--- src/include/fsp_pkg.sv ---
package fsp_pkg;

  // ----------------------------------------------------------------
  // Register map (byte addresses)
  // ----------------------------------------------------------------
  localparam logic [7:0] ADDR_CTRL     = 8'h00;
  localparam logic [7:0] ADDR_STATUS   = 8'h04;
  localparam logic [7:0] ADDR_FAULT    = 8'h08;
  localparam logic [7:0] ADDR_LIVE     = 8'h0C;
  localparam logic [7:0] ADDR_SAFE_IN  = 8'h10;
  localparam logic [7:0] ADDR_SAFETY_WORD_A     = 8'h14;
  localparam logic [7:0] ADDR_IRQ_STAT = 8'h18;
  localparam logic [7:0] ADDR_IRQ_MASK = 8'h1C;
  localparam logic [7:0] ADDR_WDT      = 8'h20;
  localparam logic [7:0] ADDR_WDT_MIN  = 8'h24;

  // ----------------------------------------------------------------
  // Field positions
  // ----------------------------------------------------------------
  localparam int CTRL_REINT_BIT   = 0;
  localparam int CTRL_FSMODE_BIT  = 1;
  localparam int STAT_PASS_BIT    = 0;
  localparam int STAT_LINK_BIT    = 1;
  localparam int STAT_DVALID_BIT  = 2;

  // Fault flags in the fault word
  localparam int FLT_SHORT   = 0;
  localparam int FLT_DISCR   = 1;
  localparam int FLT_CONFIG  = 2;
  localparam int FLT_COMM    = 3;
  localparam int FLT_SENSOR  = 4;
  localparam int FLT_ADDR    = 5;
  localparam int FLT_SERIOUS = 6;
  localparam int FLT_VERSION = 7;
  localparam int FLT_WIDTH   = 8;

  // Interrupt status bits
  localparam int IRQ_PASS  = 0;
  localparam int IRQ_SAFETY_WORD_A  = 1;
  localparam int IRQ_INPUT = 2;
  localparam int IRQ_W     = 3;

  // ----------------------------------------------------------------
  // Diagnostic codes
  // ----------------------------------------------------------------
  localparam logic [7:0] SAFETY_WORD_A_SHORT   = 8'h01;
  localparam logic [7:0] SAFETY_WORD_A_CONFIG  = 8'h10;
  localparam logic [7:0] SAFETY_WORD_A_COMM    = 8'h13;
  localparam logic [7:0] SAFETY_WORD_A_DISCR   = 8'h19;
  localparam logic [7:0] SAFETY_WORD_A_SENSOR  = 8'h1C;
  localparam logic [7:0] SAFETY_WORD_A_ADDR    = 8'h1D;
  localparam logic [7:0] SAFETY_WORD_A_SERIOUS = 8'h1E;
  localparam logic [7:0] SAFETY_WORD_A_VERSION = 8'h1F;

  localparam logic [7:0] CHAN_MODULE  = 8'hFF;
  localparam logic [15:0] WDT_RESET   = 16'h0064;
  localparam logic [15:0] WDT_MIN_RST = 16'h000A;
  localparam logic [31:0] WB_ZERO     = 32'h00000000;

  // ----------------------------------------------------------------
  // Carriers
  // ----------------------------------------------------------------
  typedef struct packed {
    logic [7:0] chan;
    logic [7:0] code;
  } fsp_safety_word_a_t;

  typedef struct packed {
    logic        cyc;
    logic        stb;
    logic        we;
    logic [3:0]  sel;
    logic [7:0]  adr;
    logic [31:0] dat;
  } fsp_wb_req_t;

  typedef enum logic [1:0] {
    ST_PASSIVE,
    ST_ACTIVE,
    ST_DEAD
  } fsp_state_t;

endpackage

--- src/verilog/fsp_passivation.sv ---
// Decided for this implementation: register access over Wishbone and the register addresses.
`timescale 1ns/1ps

// What this block does
// - Any detected fault in fail-safe mode passivates all safety channels together.
// - Passivated channels report fixed zero instead of live values; not configurable.
// - Device is passive right after power-up, before any reintegration.
// - Safety parameter error, such as watchdog time too short, passivates.
// - Safety protocol communication error with the controller passivates.
// - Short, discrepancy or internal fault passivates.
// - Passivation status bit: 0 not passive, 1 passive.
// - No fault memory across restarts; report one present fault after startup.
// - After reintegration live safety input values are delivered again.
// - Diagnostics active until the link drops; sent automatically on each new fault except a serious one.
// - Channel codes: 0x01 short circuit, 0x19 discrepancy.
// - Module codes: 0x10 configuration, 0x13 communication, 0x1C sensor setting.
// - Module codes: 0x1D address mismatch, 0x1E serious, 0x1F version conflict.
// - Serious failure drops link, passivates, sends no diagnostic.
// - Emergency stop or sensor actuation bit sent in safety telegram.
module fsp_passivation #(
  parameter int NCH = 4
) (
  input  wire logic              clk_i,
  input  wire logic              rst_i,
  input  wire logic              ce_i,
  // Wishbone slave
  input  wire logic              wb_cyc_i,
  input  wire logic              wb_stb_i,
  input  wire logic              wb_we_i,
  input  wire logic [3:0]        wb_sel_i,
  input  wire logic [7:0]        wb_adr_i,
  input  wire logic [31:0]       wb_dat_i,
  output logic      [31:0]       wb_dat_o,
  output logic                   wb_ack_o,
  // Live inputs and fault sources
  input  wire logic [NCH-1:0]    safe_in_i,
  input  wire logic [NCH-1:0]    short_i,
  input  wire logic [NCH-1:0]    discr_i,
  input  wire logic              config_err_i,
  input  wire logic              comm_err_i,
  input  wire logic              sensor_err_i,
  input  wire logic              addr_err_i,
  input  wire logic              serious_err_i,
  input  wire logic              version_err_i,
  input  wire logic              reint_req_i,
  // Telegram side
  output logic      [NCH-1:0]    tele_in_o,
  output logic                   passive_o,
  output logic                   link_up_o,
  output logic                   safety_word_a_valid_o,
  output fsp_pkg::fsp_safety_word_a_t     safety_word_a_o,
  output logic                   irq_o
);

  // Elaboration check: fault word and read lanes serve at most 8 channels
  if (NCH < 1 || NCH > 8)
  begin : g_nch_check
    $error("fsp_passivation: NCH must be 1..8");
  end

  // ----------------------------------------------------------------
  // State
  // ----------------------------------------------------------------
  fsp_pkg::fsp_state_t        state_reg;
  logic                       fsmode_reg;
  logic [15:0]                wdt_reg;
  logic [15:0]                wdt_min_reg;
  logic [NCH-1:0]             tele_reg;
  fsp_pkg::fsp_safety_word_a_t         safety_word_a_reg;
  fsp_pkg::fsp_safety_word_a_t         safety_word_a_next;
  logic                       safety_word_a_valid_reg;
  logic [fsp_pkg::FLT_WIDTH-1:0] fault_now;
  logic [fsp_pkg::FLT_WIDTH-1:0] fault_prev_reg;
  logic [fsp_pkg::IRQ_W-1:0]  irq_stat_reg;
  logic [fsp_pkg::IRQ_W-1:0]  irq_mask_reg;
  logic [fsp_pkg::IRQ_W-1:0]  irq_set;
  logic [NCH-1:0]             in_prev_reg;
  logic                       any_fault;
  logic                       new_fault;
  logic                       wdt_err;
  logic                       bus_req;
  logic                       bus_wr;
  logic                       reint_sw;
  logic                       pass_prev_reg;
  logic                       stay_active;

  assign bus_req = wb_cyc_i && wb_stb_i && !wb_ack_o;
  // Writes land on the edge where the master sees ack high
  assign bus_wr  = wb_cyc_i && wb_stb_i && wb_we_i && wb_ack_o;
  assign reint_sw = bus_wr && wb_sel_i[0] && (wb_adr_i == fsp_pkg::ADDR_CTRL)
                    && wb_dat_i[fsp_pkg::CTRL_REINT_BIT];

  // ----------------------------------------------------------------
  // Fault collection
  // ----------------------------------------------------------------
  assign wdt_err = wdt_reg < wdt_min_reg;

  always_comb
  begin
    fault_now                       = '0;
    fault_now[fsp_pkg::FLT_SHORT]   = |short_i;
    fault_now[fsp_pkg::FLT_DISCR]   = |discr_i;
    fault_now[fsp_pkg::FLT_CONFIG]  = config_err_i || wdt_err;
    fault_now[fsp_pkg::FLT_COMM]    = comm_err_i;
    fault_now[fsp_pkg::FLT_SENSOR]  = sensor_err_i;
    fault_now[fsp_pkg::FLT_ADDR]    = addr_err_i;
    fault_now[fsp_pkg::FLT_SERIOUS] = serious_err_i;
    fault_now[fsp_pkg::FLT_VERSION] = version_err_i;
  end

  assign any_fault = |fault_now;
  assign new_fault = |(fault_now & ~fault_prev_reg);

  always_ff @(posedge clk_i)
  begin
    if (rst_i)
      fault_prev_reg <= '0;
    else if (ce_i)
      fault_prev_reg <= fault_now;
  end

  // ----------------------------------------------------------------
  // Passivation state
  // ----------------------------------------------------------------
  always_ff @(posedge clk_i)
  begin
    if (rst_i)
      state_reg <= fsp_pkg::ST_PASSIVE;
    else if (ce_i)
    begin
      case (state_reg)
        fsp_pkg::ST_PASSIVE:
          if (serious_err_i)
            state_reg <= fsp_pkg::ST_DEAD;
          else if ((reint_req_i || reint_sw) && !any_fault)
            state_reg <= fsp_pkg::ST_ACTIVE;
        fsp_pkg::ST_ACTIVE:
          if (serious_err_i)
            state_reg <= fsp_pkg::ST_DEAD;
          else if (any_fault && fsmode_reg)
            state_reg <= fsp_pkg::ST_PASSIVE;
        fsp_pkg::ST_DEAD:
          state_reg <= fsp_pkg::ST_DEAD;
        default:
          state_reg <= fsp_pkg::ST_PASSIVE;
      endcase
    end
  end

  assign passive_o = (state_reg != fsp_pkg::ST_ACTIVE);
  assign link_up_o = (state_reg != fsp_pkg::ST_DEAD);

  // Live values only while no passivating cause is seen this cycle
  assign stay_active = (state_reg == fsp_pkg::ST_ACTIVE) && !serious_err_i
                       && !(any_fault && fsmode_reg);

  // ----------------------------------------------------------------
  // Telegram values
  // ----------------------------------------------------------------
  always_ff @(posedge clk_i)
  begin
    if (rst_i)
      tele_reg <= '0;
    else if (ce_i)
    begin
      if (stay_active)
        tele_reg <= safe_in_i;
      else
        tele_reg <= '0;
    end
  end

  assign tele_in_o = tele_reg;

  // ----------------------------------------------------------------
  // Diagnostics: lowest-numbered present fault wins
  // ----------------------------------------------------------------
  always_comb
  begin
    safety_word_a_next = '{chan: fsp_pkg::CHAN_MODULE, code: 8'h00};
    if (fault_now[fsp_pkg::FLT_VERSION])
      safety_word_a_next.code = fsp_pkg::SAFETY_WORD_A_VERSION;
    if (fault_now[fsp_pkg::FLT_ADDR])
      safety_word_a_next.code = fsp_pkg::SAFETY_WORD_A_ADDR;
    if (fault_now[fsp_pkg::FLT_SENSOR])
      safety_word_a_next.code = fsp_pkg::SAFETY_WORD_A_SENSOR;
    if (fault_now[fsp_pkg::FLT_COMM])
      safety_word_a_next.code = fsp_pkg::SAFETY_WORD_A_COMM;
    if (fault_now[fsp_pkg::FLT_CONFIG])
      safety_word_a_next.code = fsp_pkg::SAFETY_WORD_A_CONFIG;
    for (int i = NCH - 1; i >= 0; i--)
    begin
      if (discr_i[i])
        safety_word_a_next = '{chan: 8'(i), code: fsp_pkg::SAFETY_WORD_A_DISCR};
    end
    for (int i = NCH - 1; i >= 0; i--)
    begin
      if (short_i[i])
        safety_word_a_next = '{chan: 8'(i), code: fsp_pkg::SAFETY_WORD_A_SHORT};
    end
  end

  always_ff @(posedge clk_i)
  begin
    if (rst_i)
    begin
      safety_word_a_reg       <= '0;
      safety_word_a_valid_reg <= 1'b0;
    end
    else if (ce_i)
    begin
      safety_word_a_valid_reg <= 1'b0;
      if (serious_err_i || state_reg == fsp_pkg::ST_DEAD)
        safety_word_a_valid_reg <= 1'b0;
      else if (new_fault)
      begin
        safety_word_a_reg       <= safety_word_a_next;
        safety_word_a_valid_reg <= 1'b1;
      end
    end
  end

  assign safety_word_a_valid_o    = safety_word_a_valid_reg;
  assign safety_word_a_o = safety_word_a_reg;

  // ----------------------------------------------------------------
  // Interrupts
  // ----------------------------------------------------------------
  // Starts high so reset does not look like a fresh passivation
  always_ff @(posedge clk_i)
  begin
    if (rst_i)
      pass_prev_reg <= 1'b1;
    else if (ce_i)
      pass_prev_reg <= passive_o;
  end

  always_ff @(posedge clk_i)
  begin
    if (rst_i)
      in_prev_reg <= '0;
    else if (ce_i)
      in_prev_reg <= tele_in_o;
  end

  always_comb
  begin
    irq_set                   = '0;
    irq_set[fsp_pkg::IRQ_PASS]  = passive_o && !pass_prev_reg;
    irq_set[fsp_pkg::IRQ_SAFETY_WORD_A]  = safety_word_a_valid_reg;
    irq_set[fsp_pkg::IRQ_INPUT] = |(tele_in_o & ~in_prev_reg);
  end

  always_ff @(posedge clk_i)
  begin
    if (rst_i)
      irq_stat_reg <= '0;
    else if (ce_i)
    begin
      if (bus_wr && wb_sel_i[0] && wb_adr_i == fsp_pkg::ADDR_IRQ_STAT)
        irq_stat_reg <= (irq_stat_reg & ~wb_dat_i[fsp_pkg::IRQ_W-1:0]) | irq_set;
      else
        irq_stat_reg <= irq_stat_reg | irq_set;
    end
  end

  assign irq_o = |(irq_stat_reg & irq_mask_reg);

  // ----------------------------------------------------------------
  // Writable registers
  // ----------------------------------------------------------------
  always_ff @(posedge clk_i)
  begin
    if (rst_i)
      fsmode_reg <= 1'b1;
    else if (ce_i && bus_wr && wb_sel_i[0])
    begin
      if (wb_adr_i == fsp_pkg::ADDR_CTRL)
        fsmode_reg <= wb_dat_i[fsp_pkg::CTRL_FSMODE_BIT];
    end
  end

  always_ff @(posedge clk_i)
  begin
    if (rst_i)
      irq_mask_reg <= '0;
    else if (ce_i && bus_wr && wb_sel_i[0])
    begin
      if (wb_adr_i == fsp_pkg::ADDR_IRQ_MASK)
        irq_mask_reg <= wb_dat_i[fsp_pkg::IRQ_W-1:0];
    end
  end

  // Watchdog time and its minimum, written per byte lane
  always_ff @(posedge clk_i)
  begin
    if (rst_i)
      wdt_reg <= fsp_pkg::WDT_RESET;
    else if (ce_i && bus_wr)
    begin
      if (wb_adr_i == fsp_pkg::ADDR_WDT)
      begin
        if (wb_sel_i[0])
          wdt_reg[7:0] <= wb_dat_i[7:0];
        if (wb_sel_i[1])
          wdt_reg[15:8] <= wb_dat_i[15:8];
      end
    end
  end

  always_ff @(posedge clk_i)
  begin
    if (rst_i)
      wdt_min_reg <= fsp_pkg::WDT_MIN_RST;
    else if (ce_i && bus_wr)
    begin
      if (wb_adr_i == fsp_pkg::ADDR_WDT_MIN)
      begin
        if (wb_sel_i[0])
          wdt_min_reg[7:0] <= wb_dat_i[7:0];
        if (wb_sel_i[1])
          wdt_min_reg[15:8] <= wb_dat_i[15:8];
      end
    end
  end

  // ----------------------------------------------------------------
  // Read path and acknowledge
  // ----------------------------------------------------------------
  always_ff @(posedge clk_i)
  begin
    if (rst_i)
    begin
      wb_ack_o <= 1'b0;
      wb_dat_o <= fsp_pkg::WB_ZERO;
    end
    else if (ce_i)
    begin
      wb_ack_o <= bus_req;
      wb_dat_o <= fsp_pkg::WB_ZERO;
      if (bus_req && !wb_we_i)
      begin
        if (wb_adr_i == fsp_pkg::ADDR_CTRL)
          wb_dat_o[fsp_pkg::CTRL_FSMODE_BIT] <= fsmode_reg;
        else if (wb_adr_i == fsp_pkg::ADDR_STATUS)
        begin
          wb_dat_o[fsp_pkg::STAT_PASS_BIT]   <= passive_o;
          wb_dat_o[fsp_pkg::STAT_LINK_BIT]   <= link_up_o;
          wb_dat_o[fsp_pkg::STAT_DVALID_BIT] <= safety_word_a_valid_reg;
        end
        else if (wb_adr_i == fsp_pkg::ADDR_FAULT)
          wb_dat_o[fsp_pkg::FLT_WIDTH-1:0] <= fault_now;
        else if (wb_adr_i == fsp_pkg::ADDR_LIVE)
          wb_dat_o[NCH-1:0] <= safe_in_i;
        else if (wb_adr_i == fsp_pkg::ADDR_SAFE_IN)
          wb_dat_o[NCH-1:0] <= tele_in_o;
        else if (wb_adr_i == fsp_pkg::ADDR_SAFETY_WORD_A)
          wb_dat_o[15:0] <= safety_word_a_reg;
        else if (wb_adr_i == fsp_pkg::ADDR_IRQ_STAT)
          wb_dat_o[fsp_pkg::IRQ_W-1:0] <= irq_stat_reg;
        else if (wb_adr_i == fsp_pkg::ADDR_IRQ_MASK)
          wb_dat_o[fsp_pkg::IRQ_W-1:0] <= irq_mask_reg;
        else if (wb_adr_i == fsp_pkg::ADDR_WDT)
          wb_dat_o[15:0] <= wdt_reg;
        else if (wb_adr_i == fsp_pkg::ADDR_WDT_MIN)
          wb_dat_o[15:0] <= wdt_min_reg;
      end
    end
  end

endmodule // fsp_passivation
--- config.mk ---
export PLATFORM = sky130hd
export DESIGN_NAME = fsp_passivation
export DESIGN_NICKNAME = d
export VERILOG_FILES = /design/src/include/fsp_pkg.sv /design/src/verilog/fsp_passivation.sv
export SDC_FILE = /design/constraint.sdc
export NUM_CORES = 1
export LEC_CHECK = 0
export BUFFER_PORTS_ARGS = -buffer_cell sky130_fd_sc_hd__buf_2
export CORE_MARGIN = 3
export CORE_UTILIZATION = 49
export CTS_BUF_LIST = sky130_fd_sc_hd__clkbuf_8
export DETAILED_ROUTE_END_ITERATION = 8
export PLACE_DENSITY = 0.82
export SLEW_MARGIN = 25
export SYNTH_ARGS = -nofsm -noshare
export SYNTH_HDL_FRONTEND = slang
export SYNTH_SLANG_ARGS = --single-unit
--- constraint.sdc ---
create_clock -name clk_i -period 2.3 [get_ports clk_i]
set_clock_uncertainty 0.2 [all_clocks]
set_input_delay 0.23 -clock clk_i [delete_from_list [all_inputs] [get_ports clk_i]]
set_output_delay 0.23 -clock clk_i [all_outputs]
set_load 0.01 [all_outputs]
==> flow_summary.ini <==
[timing]
fmax_mhz = 406.8
slew-limit-headroom_pct = 52.28
slew_violations = 0
finalSetupTns_ns = -1.252
post-route-period-util_pct = 106.9
rsz0062_at_grt = true
worstMarginPinSlew_ns = 0.7092
finalWorstSetupSlack_ns = -0.1582
fin_crit_ns = 2.458
setup_viol = 14
hold_viol = 0

[synth]
synth_compound_area_share_pct = 18.82
synth_top_family_by_area = simple AND/OR/NAND/NOR gates
synth_edf_count = 0
synth_cell_type_count = 68
synth_simple_gate_area_share_pct = 20.25
yosysWarnings = 0
ys.flop_type = dfxtp_1
yosys.area_share.xor_xnor_pct = 0
syn-mean-instance-area_sq_um = 8.649
synth_top_area_cell = dfxtp_1
yosys-mux-area-fraction_pct = 11.19
synthTopCellsByArea = dfxtp_1 (36%), mux2i_1 (11%), nor2_1 (6.1%)
synth_top_cell_area_share_pct = 36.14
yosys.area_share.adder_pct = 4.033
synth_cells = 538
synthArstFlopShare_pct = 0
syn_area_sq_um = 4653
ys_seq_area_share_pct = 36.14
ys_ff_latch = 84

[detailed_routing]
avgViaCountPerCell = 5.709
drc_errors = 0
dr.pass1.iters = 5
wirelength_um = 14580
wl_per_cell_um = 17.54
first_iter_violations = 285
via_count = 4744
postRouteAntennaNets = 0

[power]
vdd_ir_drop_max_mv = 0.3765
powerDensity_nw_per_um2 = 473.1
static-leakage-power_nw = 2.654

[global_route]
grt_max_degree = 57
grt_overflow_total = 0
antenna_found_initial = 0
grt_pass1_vias = 4508
grt_pass1_wl_um = 22290
grt_use_total_pct = 26.93

[worst_hold_path]
hold_path_end = irq_mask_reg[0]
hp-class = in2reg
min_from = wb_dat_i[0]
hold_path_depth = 3

[flow_run]
cap_violations = 0

[layout]
regArea_sq_um = 1702
layout.cells.non_filler = 831
layout-drive-gt1-share_pct = 34.47
nets = 784
syn_to_final_growth_pct = 34.63
final_cell_mix = buf_2 (88), nor2_1 (74), dfxtp_1 (68)
multi_input_area_sq_um = 2808
n_antenna_cell = 0
final_common_cell = buf_2
n_fill_cell = 684

[floorplanning]
start_util_pct = 51.84
num_io_pins = 126
core-area_sq_um = 8976
die_w_um = 103.5
std_cell_rows = 34
dieHeight_um = 103.5
dieArea_sq_um = 10700

[critical_path]
cp_cell_sequence = inv_1 -> ha_1 -> o21a_1 -> nor2_1 -> o311ai_4 -> a41o_4 -> buf_4 -> o21ai_0 -> a311oi_2
crit-reg2reg-launch = wdt_min_reg[3]
arrival_ns = 2.54
crit_buf_inv = 2
r2r_cells = 9
slowest_delay_ns = 0.44
crit_slowest_cell = o311ai_4
reg2reg_slack_ns = -0.16
r2r-end = safety_word_a_o[0]
crit_family = compound AO/OA/AOI/OAI gates
endpoint_kind = flip-flop
required_ns = 2.38
critPathKind = reg2reg
path_max_fanout = 4
cp-start-kind = flip-flop

[clock_tree]
cts_tree = yes
numCtsBuffers = 9
root_buffer = clkbuf_8
cts_max_level = 3
clkTransAtPathRegs_ns = 0.10
cts.sinks = 84
clk_path_buf_depth = 2
insertion_delay_ns = 0.37

[placed_design]
dpl_worst_slack_ns = -0.1530
numPortBuffers = 88
place_inst = 791
dp_hpwl_um = 10490
gp_congestion = 0.9122

[outcome]
violations = setup timing
outcome = finished, violations left
## area by class of cell
| type | instances | area share, % |
|---|---|---|
| Inverter | 37 | 2.217 |
| Clock inverter | 7 | 1.298 |
| Timing Repair Buffer | 181 | 20.01 |
| Tap cell | 126 | 2.516 |
| Clock buffer | 9 | 1.977 |
| Sequential cell | 84 | 27.16 |
| Multi-Input combinational cell | 387 | 44.82 |
## stage by stage
step                      cell area [sq um]  hold WS (ns)  util, %  power, W
after floorplan                        4723        0.1585        -  0.001699
after global placement                 5587        0.2410    62.24  0.001809
after detailed placement               5587        0.2524    62.24  0.001817
after CTS                              6123      0.001591    68.22  0.002960
after global routing                   6265       0.03477    69.79  0.003069
final                                  6265      0.009032    69.79  0.002964
## worst max path at each step
stage / start / endpoint / cells past startpoint
floorplan: wdt_min_reg[15] / safety_word_a_o[14] / 9
global placement: wdt_min_reg[11] / tele_in_o[0] / 9
detailed placement: wdt_min_reg[14] / safety_word_a_o[14] / 9
CTS: wdt_min_reg[13] / safety_word_a_o[14] / 9
global route: wdt_min_reg[3] / safety_word_a_o[3] / 10
finish: wdt_min_reg[3] / safety_word_a_o[0] / 9
## where the power goes
group	internal [W]	leakage [nW]	switching (W)
clock network	0.000517	0.0944	0.000618
logic	0.000144	1.87	0.000199
registers	0.00147	0.687	0.0000146
## synth_stat cells, drive strengths merged (2+ instances only)
cell     count
a32oi        2
o31ai        2
nor4         6
buf         36
o2111ai      5
a21o         3
nand4        4
nor2        76
o21a         4
nor3        13
a21oi       23
clkbuf      12
nand2b       9
o311ai       2
ha          15
and4         2
a31oi        3
and3         3
nand3        9
dfxtp       84
or4b         2
nor4b        2
a221o        7
nand2       44
inv         36
o21ai        9
a41o         2
o22ai       10
a211oi       4
mux2i       52
or4          3
o211ai       6
nor2b        3
or3          2
and2         5
a222oi       6
a211o        2
a22oi       15
## worst reg2reg max path, delay by kind of cell (launching register included)
| kind | cells | cell delay, ns |
|---|---|---|
| simple gates | 1 | 0.07 |
| fa+ha+maj | 1 | 0.28 |
| buf+inv | 2 | 0.21 |
| flops | 1 | 0.37 |
| compound gates | 5 | 1.24 |
## layer usage
metal	wire (um)	up-vias	GRT usage [%]
met4	230	0	9.462
met2	7203	210	45.54
met5	0	-	0
met3	1013	18	3.622
li1	-	2224	-
met1	6132	2292	35.22
## logic make-up (layout without fill, tap and decap cells)
family          Yosys count  count (layout)
simple gates            186             186
compound gates          115             115
buf+inv                  85             234
flops                    84              84
mux                      52              52
fa+ha+maj                15              15
other cells               1              19
## what timing repair did
| action | CTS | global route |
|---|---|---|
| hold buffers | 20 | 0 |
| endpoints found under the setup margin | 14 | 19 |
| pin swaps | 13 | 23 |
| endpoints found under the hold margin | 35 | 0 |
| gates resized for setup | 25 | 29 |
| setup buffers | 0 | 5 |
Power figures use the tool's default switching activity.
